[config.mk]
export PLATFORM = sky130hd
export DESIGN_NAME = doc_output_setup
export DESIGN_NICKNAME = d
export VERILOG_FILES = /design/src/doc_pkg.sv /design/src/doc_output_setup.sv
export SDC_FILE = /design/constraint.sdc
export NUM_CORES = 1
export LEC_CHECK = 0
export BUFFER_PORTS_ARGS = -buffer_cell sky130_fd_sc_hd__buf_2
export CORE_ASPECT_RATIO = 1.5
export CORE_UTILIZATION = 65
export CTS_CLUSTER_DIAMETER = 100
export CTS_CLUSTER_SIZE = 40
export DETAILED_ROUTE_END_ITERATION = 8
export PLACE_DENSITY = 0.83
export SYNTH_ARGS = -nofsm -noshare
export SYNTH_HDL_FRONTEND = slang
export SYNTH_SLANG_ARGS = --single-unit
[constraint.sdc]
create_clock -name i_sys_clk -period 129.2 [get_ports i_sys_clk]
set_input_delay 12.92 -clock i_sys_clk [delete_from_list [all_inputs] [get_ports i_sys_clk]]
set_output_delay 12.92 -clock i_sys_clk [all_outputs]
set_load 0.005 [all_outputs]
[src/doc_pkg.sv]
// package for the output setup register and slew limiter
// assumes one 25 MHz system clock shared by all users
package doc_pkg;
  // ==========================================================
  // register map
  localparam logic [4:0] OUTPUT_SETUP_ADDR = 5'h06;
  localparam logic [23:0] OUTPUT_SETUP_RESET = 24'h06_0c00;
  localparam int FAULT_BIT = 21;
  localparam int ADDR_LSB = 16;
  localparam int STEP_LSB = 13;
  localparam int RATE_LSB = 9;
  localparam int SLEW_ON_BIT = 8;
  localparam int EXT_RES_BIT = 7;
  localparam int OUT_EN_BIT = 6;
  localparam int BUF_EN_BIT = 5;
  localparam int OVR_BIT = 4;
  localparam logic [2:0] STEP_RESET = 3'h0;
  localparam logic [3:0] RATE_RESET = 4'h6;
  localparam logic [3:0] RANGE_RESET = 4'h0;
  // ==========================================================
  // timing
  localparam int CLK_HZ = 25_000_000;
  localparam int REFRESH_US = 100;
  localparam int REFRESH_CYC = CLK_HZ / 1_000_000 * REFRESH_US;
  // ==========================================================
  // slew step size in lsb per update
  function automatic logic [15:0] step_lsb(input logic [2:0] c);
    case (c)
      3'h0: step_lsb = 16'h0004;
      3'h1: step_lsb = 16'h000c;
      3'h2: step_lsb = 16'h0040;
      3'h3: step_lsb = 16'h0078;
      3'h4: step_lsb = 16'h0100;
      3'h5: step_lsb = 16'h01f4;
      3'h6: step_lsb = 16'h071c;
      default: step_lsb = 16'h0800;
    endcase
  endfunction : step_lsb
  // update rate in hz
  function automatic int rate_hz(input logic [3:0] c);
    case (c)
      4'h0: rate_hz = 240_000;
      4'h1: rate_hz = 200_000;
      4'h2: rate_hz = 150_000;
      4'h3: rate_hz = 128_000;
      4'h4: rate_hz = 64_000;
      4'h5: rate_hz = 32_000;
      4'h6: rate_hz = 16_000;
      4'h7: rate_hz = 8_000;
      4'h8: rate_hz = 4_000;
      4'h9: rate_hz = 2_000;
      4'ha: rate_hz = 1_000;
      4'hb: rate_hz = 512;
      4'hc: rate_hz = 256;
      4'hd: rate_hz = 128;
      4'he: rate_hz = 64;
      default: rate_hz = 16;
    endcase
  endfunction : rate_hz
  function automatic logic range_valid(input logic [3:0] r);
    range_valid = (r <= 4'h3) || (r >= 4'h8 && r <= 4'hd);
  endfunction : range_valid
endpackage : doc_pkg

[src/doc_output_setup.sv]
// output setup register with digital slew limiter
// assumes writes arrive decoded from the serial frame, same clock domain
`timescale 1ns/1ns
// Function
// - the 3-bit step code picks 4,12,64,120,256,500,1820 or 2048 lsb, reset 0.
// - the 4-bit rate code picks the update rate from 240 kHz to 16 Hz, reset 6.
// - while slewing the output moves one step per update tick.
// - bit 8 chooses ramping toward a new code or applying it at once.
// - bit 7 selects the external current resistor when set.
// - bit 6 enables the output terminal drive.
// - bit 5 powers the core and amplifiers without enabling the output.
// - bit 4 enables the 20 percent voltage overrange.
// - a changed range field starts a refresh, pending flag held till done.
// - a write with an undefined range code is ignored entirely.
// - readback bit 21 is the inverted live fault line.
// - range codes 0-3 are voltage, 8-13 current, others undefined.
module doc_output_setup
  import doc_pkg::*;
#(
  parameter int REFRESH_CYCLES = REFRESH_CYC
) (
  input wire logic i_sys_clk,
  input wire logic i_rst,
  input wire logic i_wr_en,
  input wire logic [4:0] i_wr_addr,
  input wire logic [15:0] i_wr_data,
  input wire logic i_code_load,
  input wire logic [15:0] i_target_code,
  input wire logic i_fault_n,
  output logic [23:0] o_rd_data,
  output logic [15:0] o_out_code,
  output logic o_slewing,
  output logic o_calib_refresh_pending,
  output logic [3:0] o_range,
  output logic o_overrange_extend,
  output logic o_buffers_on,
  output logic o_output_drive_on,
  output logic o_external_resistor_select
);
  // ==========================================================
  // configuration register
  logic [2:0] step_reg, step_next;
  logic [3:0] rate_reg, rate_next;
  logic slew_limit_on_reg, slew_limit_on_next;
  logic ext_res_reg, ext_res_next;
  logic out_en_reg, out_en_next;
  logic buf_en_reg, buf_en_next;
  logic ovr_reg, ovr_next;
  logic [3:0] range_reg, range_next;
  logic start_refresh;
  logic [1:0] fault_sync_reg;
  logic [23:0] rd_reg, rd_next;

  always_comb begin
    step_next = step_reg;
    rate_next = rate_reg;
    slew_limit_on_next = slew_limit_on_reg;
    ext_res_next = ext_res_reg;
    out_en_next = out_en_reg;
    buf_en_next = buf_en_reg;
    ovr_next = ovr_reg;
    range_next = range_reg;
    start_refresh = 1'b0;
    if (i_wr_en && i_wr_addr == OUTPUT_SETUP_ADDR
        && range_valid(i_wr_data[3:0])) begin
      step_next = i_wr_data[STEP_LSB +: 3];
      rate_next = i_wr_data[RATE_LSB +: 4];
      slew_limit_on_next = i_wr_data[SLEW_ON_BIT];
      ext_res_next = i_wr_data[EXT_RES_BIT];
      out_en_next = i_wr_data[OUT_EN_BIT];
      buf_en_next = i_wr_data[BUF_EN_BIT];
      ovr_next = i_wr_data[OVR_BIT];
      range_next = i_wr_data[3:0];
      start_refresh = (i_wr_data[3:0] != range_reg);
    end
  end

  always_comb begin
    rd_next = 24'h00_0000;
    rd_next[FAULT_BIT] = ~fault_sync_reg[1];
    rd_next[ADDR_LSB +: 5] = OUTPUT_SETUP_ADDR;
    rd_next[STEP_LSB +: 3] = step_next;
    rd_next[RATE_LSB +: 4] = rate_next;
    rd_next[SLEW_ON_BIT] = slew_limit_on_next;
    rd_next[EXT_RES_BIT] = ext_res_next;
    rd_next[OUT_EN_BIT] = out_en_next;
    rd_next[BUF_EN_BIT] = buf_en_next;
    rd_next[OVR_BIT] = ovr_next;
    rd_next[3:0] = range_next;
  end

  always_ff @(posedge i_sys_clk) begin
    if (i_rst) begin
      step_reg <= STEP_RESET;
      rate_reg <= RATE_RESET;
      slew_limit_on_reg <= 1'b0;
      ext_res_reg <= 1'b0;
      out_en_reg <= 1'b0;
      buf_en_reg <= 1'b0;
      ovr_reg <= 1'b0;
      range_reg <= RANGE_RESET;
      fault_sync_reg <= 2'b11;
      rd_reg <= OUTPUT_SETUP_RESET;
    end else begin
      step_reg <= step_next;
      rate_reg <= rate_next;
      slew_limit_on_reg <= slew_limit_on_next;
      ext_res_reg <= ext_res_next;
      out_en_reg <= out_en_next;
      buf_en_reg <= buf_en_next;
      ovr_reg <= ovr_next;
      range_reg <= range_next;
      fault_sync_reg <= {fault_sync_reg[0], i_fault_n};
      rd_reg <= rd_next;
    end
  end

  // ==========================================================
  // calibration refresh timer
  logic [31:0] ref_cnt_reg, ref_cnt_next;
  logic pend_reg, pend_next;

  always_comb begin
    ref_cnt_next = ref_cnt_reg;
    pend_next = pend_reg;
    if (start_refresh) begin
      pend_next = 1'b1;
      ref_cnt_next = 32'(REFRESH_CYCLES - 1);
    end else if (pend_reg) begin
      if (ref_cnt_reg == 32'h0000_0000) begin
        pend_next = 1'b0;
      end else begin
        ref_cnt_next = ref_cnt_reg - 32'h0000_0001;
      end
    end
  end

  always_ff @(posedge i_sys_clk) begin
    if (i_rst) begin
      ref_cnt_reg <= 32'h0000_0000;
      pend_reg <= 1'b0;
    end else begin
      ref_cnt_reg <= ref_cnt_next;
      pend_reg <= pend_next;
    end
  end

  // ==========================================================
  // slew limiter
  logic [31:0] tick_cnt_reg, tick_cnt_next;
  logic [15:0] code_reg, code_next;
  logic [15:0] tgt_reg, tgt_next;
  logic slewing_reg, slewing_next;
  logic [31:0] period;
  logic [15:0] step;
  logic [16:0] diff;

  always_comb begin
    period = 32'(CLK_HZ / rate_hz(rate_reg));
    step = step_lsb(step_reg);
    tick_cnt_next = tick_cnt_reg;
    code_next = code_reg;
    tgt_next = tgt_reg;
    slewing_next = slewing_reg;
    diff = 17'h0_0000;
    if (i_code_load) begin
      tgt_next = i_target_code;
      if (slew_limit_on_reg) begin
        slewing_next = (i_target_code != code_reg);
        tick_cnt_next = 32'h0000_0000;
      end else begin
        code_next = i_target_code;
        slewing_next = 1'b0;
      end
    end else if (slewing_reg) begin
      if (tick_cnt_reg >= period - 32'h0000_0001) begin
        tick_cnt_next = 32'h0000_0000;
        if (tgt_reg > code_reg) begin
          diff = {1'b0, tgt_reg} - {1'b0, code_reg};
        end else begin
          diff = {1'b0, code_reg} - {1'b0, tgt_reg};
        end
        if (diff <= {1'b0, step}) begin
          code_next = tgt_reg;
          slewing_next = 1'b0;
        end else if (tgt_reg > code_reg) begin
          code_next = code_reg + step;
        end else begin
          code_next = code_reg - step;
        end
      end else begin
        tick_cnt_next = tick_cnt_reg + 32'h0000_0001;
      end
    end
  end

  always_ff @(posedge i_sys_clk) begin
    if (i_rst) begin
      tick_cnt_reg <= 32'h0000_0000;
      code_reg <= 16'h0000;
      tgt_reg <= 16'h0000;
      slewing_reg <= 1'b0;
    end else begin
      tick_cnt_reg <= tick_cnt_next;
      code_reg <= code_next;
      tgt_reg <= tgt_next;
      slewing_reg <= slewing_next;
    end
  end

  // ==========================================================
  // outputs
  assign o_rd_data = rd_reg;
  assign o_out_code = code_reg;
  assign o_slewing = slewing_reg;
  assign o_calib_refresh_pending = pend_reg;
  assign o_range = range_reg;
  assign o_overrange_extend = ovr_reg;
  assign o_buffers_on = buf_en_reg;
  assign o_output_drive_on = out_en_reg;
  assign o_external_resistor_select = ext_res_reg;
endmodule : doc_output_setup

Yosys cells after proc, flatten, opt, wreduce, memory -nomap -nowiden
Memory sizes are Yosys's and may differ from the RTL's. A register that Yosys moved wholly into a read port is not among the register bits.
Index checks and enable logic that the tools add are counted.
{"block": "classes", "n_addsub": 7, "div_mod_pow": 1, "magnitude_cmp": 6, "eq_ne": 12, "muxes": 36, "bitwise_logic": 2, "reduce_logical": 14}
{"operator": "$mux 32", "n": 4}
{"operator": "$mux 16", "n": 6}
{"operator": "$pmux 12 s7", "n": 1}
{"operator": "$mux 17", "n": 4}
{"operator": "$sub 32x1->32 const B", "n": 2}
{"operator": "$mux 12", "n": 3}
{"operator": "$sub 16x16->17", "n": 2}
{"operator": "$add 32x1->32 const B", "n": 1}
{"operator": "$div 26x32->32 const A", "n": 1}
{"operator": "$ge 32x32->1", "n": 1}
{"operator": "$logic_not 32->1", "n": 1}
{"operator": "$le 17x16->1", "n": 1}
{"operator": "$add 16x16->16", "n": 1}
{"operator": "$gt 16x16->1", "n": 1}
{"operator": "$ne 16x16->1", "n": 1}
{"operator": "$sub 16x16->16", "n": 1}
{"operator": "$mux 1", "n": 14}
{"operator": "$mux 4", "n": 3}
{"operator": "$eq 3x3->1 const B", "n": 3}
{"operator": "$eq 3x2->1 const B", "n": 2}
{"operator": "$reduce_and 2->1", "n": 3}
{"operator": "$reduce_bool 2->1", "n": 3}
{"operator": "$eq 5x3->1 const B", "n": 1}
{"operator": "$ge 4x4->1 const B", "n": 1}
{"operator": "other kinds (13)", "n": 17}
{"block": "totals", "regBits": 140, "romBits": 240, "memories": 1}
{"memory": "(no name shown)", "depth": 16, "word_bits": 15, "rd": 1, "rd_clocked_by_memory_dff": 1, "wr": 0, "line_no": "doc_pkg.sv:41", "rtl": "case (c)"}

Logic depth before layout (Yosys ltp)
{"block": "depth", "depth_word": 11, "ltp_mapped": 442, "depth_no_buf": 403}

Least setup slack after synthesis
OpenSTA, ideal clock, no wires.
{"block": "synth_timing", "path_type": "reg-to-reg", "startpoint": "reg (tool-made name)", "endpoint": "reg code_reg[10] (netlist: o_out_code[10])", "setup_time_ps": 128, "t_arrival_ps": 74328, "path_slack_ps": 54744, "stages_incl_launch_ff": 421, "synth_period_minus_slack_ps": 74456, "path_cell_list": "dfxtp_1 > buf_2 > buf_2 > buf_2 > inv_1 > clkbuf_1 > clkbuf_1 > a21oi_1 > or3_1 > nor2_1 > ha_1 > nor2b_1 > o21ai_0 > nand2b_1 > and3_1 > ha_1 > nor2b_1 > o2111a_1 > (+385 left out) > o21ai_0 > nand2b_1 > a21oi_1 > nor2b_1 > o21ai_0 > nand2b_1 > a21oi_1 > nor2b_1 > o21ai_0 > nand2b_1 > a21oi_1 > o31a_1 > nand2b_1 > o21a_1 > clkbuf_1 > clkbuf_1 > mux2i_1 > nor2_1"}
{"element": "end signal, assigned", "line_no": "doc_output_setup.sv:205", "rtl": "code_reg <= code_next;"}
{"element": "end, declared", "line_no": "doc_output_setup.sv:151", "rtl": "logic [15:0] code_reg, code_next;"}

==> metrics.md <==
| Metric | Value |
|---|---|
| First DRT Iteration DRCs | 2039 |
| Syn avg cell area | between 7 and 8 sq um |
| Die W | 175.3 um |
| Total Neg Setup Slack | 0 ns |
| Routed WL per cell | 19.21 um |
| Clock transition at the registers of the reported paths | 0.06 ns |
| Period Utilization, post-route | 0.6682 |
| CP max stage delay | 0.72 ns |
| Total GRT Usage | 0.3838 |
| Antenna Nets Post-Route | 0 |
| Setup slack, reg-to-reg | 42.87 ns |
| Post-Syn Area | 29280 sq um |
| Worst path bufs/invs | 21 |
| Cts bufs inserted | 17 |
| CP Class | flip-flop to flip-flop |
| Synth-to-layout area growth | 5.039% |
| TritonRoute pass-1 iters | 8 |
| FILL cells | about 3800 |
| Fin. Hold Viols | 0 |
| Slew Limit Fails | 0 |
| GPL Wtd Cong | 1.043 |
| Arrival @ worst endpoint | around 87 ns |
| Worst Setup End Kind | flip-flop |
| # hold bufs at CTS | 0 |
| Core Box Area | 44100 sq um |
| FF-to-FF path depth | 391 |
| DRT Wirelength | roughly 90000 um |
| Fmax | between 10 and 15 MHz |
| CP dominant cell by count | o21ai_0 |
| RSZ-0062 raised after global routing | no |
| Most common cell after layout, fill and taps aside | nor2_1 |
| DIE AREA | 45910 sq um |
| First-pass GRT wire length | 143000 um |
| Share of layout cells above drive strength 1 | 0.08299 |
| Max cap viols | 0 |
| Unique masters post-synth | around 130 |
| Number of synthesized flops with an enable pin | 0 |
| Most frequent cells in the layout | nor2_1, ha_1, a21oi_1, nand2_1, o21ai_0 |
| Die height | 261.9 um |
| Fin nets | 4551 |
| Via density | ~6.6 |
| Worst EP required | 129.58 ns |
| Postcts setup bufs | 0 |
| Initial antenna violation count | 3 |
| Worst-margin pin slew | roughly 1.2 ns |
| Slew HR | 0.1731 |
| Min-Delay Path Class | flip-flop to flip-flop |
| Post-layout minimum cycle time | ~86 ns |
| H-tree levels | 4 |
| Clk buf depth | 2 |
| Final Skew | 0.009997 ns |
| Gate Count Post-Synth | 4101 |
| Critical Path Fanout Max | 33 |
| Total gr overflow | 0 |
| Status | finished clean |
| Hold path cells | 1 |
| Register area | about 2600 sq um |
| Asr flop ratio synth | 0 |
| HPWL Detailed | between 60000 and 70000 um |
| Vias in the first global route | roughly 30000 |
| Synth Warn # | 0 |
| FF-to-FF End | tick_cnt_reg[2]$_SDFFE_PP0P_ |
| FP Rows | between 90 and 100 |
| Clock sinks | between 100 and 150 |
| Multi-input logic area | 25290 sq um |
| Final setup vio count | 0 |
| Crit-path slowest cell | nand3_1 |
| Post-route DRC | 0 |
| Hold Startpoint | fault_sync_reg[1]$_SDFF_PP1_ |
| Synth Register Bits | 132 |
| Resized cells post-CTS | 0 |
| Crit start category | flip-flop |
| Initial Utilization | 0.6638 |
| Hold Path End | o_rd_data[21]$_SDFF_PP0_ |
| Clock Tree Root | clkbuf_16 |
| Clock latency on the worst-skew pair | around 0.45 ns |
| CP delay by family, top | compound AO/OA/AOI/OAI gates |
| Sequential fraction of the synthesis area | 0.09026 |
| Most used flip-flop cell after synthesis | dfxtp_1 |
| Pin count of the biggest net entering global routing | 50 |
| Port Buffers | 84 |
| # IOs | 92 |
| Routed vias | 31080 |
| CTS tree | yes |
## layout make-up
class	count	area share
Multi-Input combinational cell	3641	0.8224
Sequential cell	132	0.08597
Timing Repair Buffer	128	0.02449
Tap cell	576	0.02344
Inverter	188	0.02295
Clock buffer	18	0.01396
Clock inverter	14	0.006510
Antenna cell	3	0.0002441
## worst max path at each step
stage	to	slack, ns	depth (start not counted)
global placement	o_out_code[0]$_SDFFE_PP0P_	47.64	395
global route	tick_cnt_reg[7]$_SDFFE_PP0P_	34.91	392
floorplan	o_out_code[10]$_SDFFE_PP0P_	54.74	420
CTS	tick_cnt_reg[4]$_SDFFE_PP0P_	44.52	391
detailed placement	tick_cnt_reg[4]$_SDFFE_PP0P_	44.88	392
finish	tick_cnt_reg[2]$_SDFFE_PP0P_	42.87	391
## worst register-to-register path, delay by kind of cell (launching register included)
kind,cells,cell delay (ns)
and+or+nand+nor,122,25.48
DFF,1,0.33
muxes,8,2.55
buffers and inverters,21,5.04
AOI/OAI and AO/OA,211,43.72
adders and majority gates,29,9.00
## cells in the mapped netlist (35+ instances only)
cell / number / area share
a31oi_1: 35 / 0.0075
mux2i_1: 97 / 0.033
inv_1: 183 / 0.023
dfxtp_1: 132 / 0.090
mux2_2: 70 / 0.027
o21ai_0: 244 / 0.042
o21a_1: 114 / 0.029
or3_1: 49 / 0.010
and3_1: 72 / 0.015
nor3b_1: 36 / 0.0092
xnor2_1: 155 / 0.046
clkbuf_1: 87 / 0.011
nor2_1: 469 / 0.060
nand3_1: 94 / 0.016
nor4_1: 37 / 0.0079
ha_1: 400 / 0.17
nor2b_1: 61 / 0.013
nand2_1: 275 / 0.035
nand2b_1: 110 / 0.024
xor2_1: 111 / 0.033
a21o_1: 142 / 0.036
o31ai_1: 42 / 0.011
nor3_1: 118 / 0.020
a21oi_1: 376 / 0.064
nand4_1: 47 / 0.010
## per-layer routing
metal	track usage	wire [um]
met5	0	18
met4	0.3800	9402
met3	0.06568	5087
met2	0.6828	43320
met1	0.3723	32450
## cell families after synthesis
group / share of synthesized area
simple gates: 0.2604
compound gates: 0.2894
fa+ha+maj: 0.1716
buf+inv: 0.04714
xor+xnor: 0.07958
mux: 0.06137
flops: 0.09026
other cells: 0.0002565
## through the flow
step | std cells | hold WS [ns] | cell area (sq um) | util | worst slack [ns]
2_1_floorplan | 4107 | 0.3627 | 29300 | - | 54.74
4_1_cts | 4697 | 0.3811 | 30740 | 0.6971 | 44.52
6_report | 4700 | 0.3779 | 30750 | 0.6972 | 42.87
3_3_place_gp | 4665 | 0.3725 | 30110 | 0.6828 | 47.64
3_5_place_dp | 4665 | 0.3684 | 30110 | 0.6828 | 44.88
5_1_grt | 4698 | 0.4022 | 30750 | 0.6971 | 34.91
Power is not shown: default switching activity piles up to over one toggle a cycle in this logic, so the estimate is an artifact.
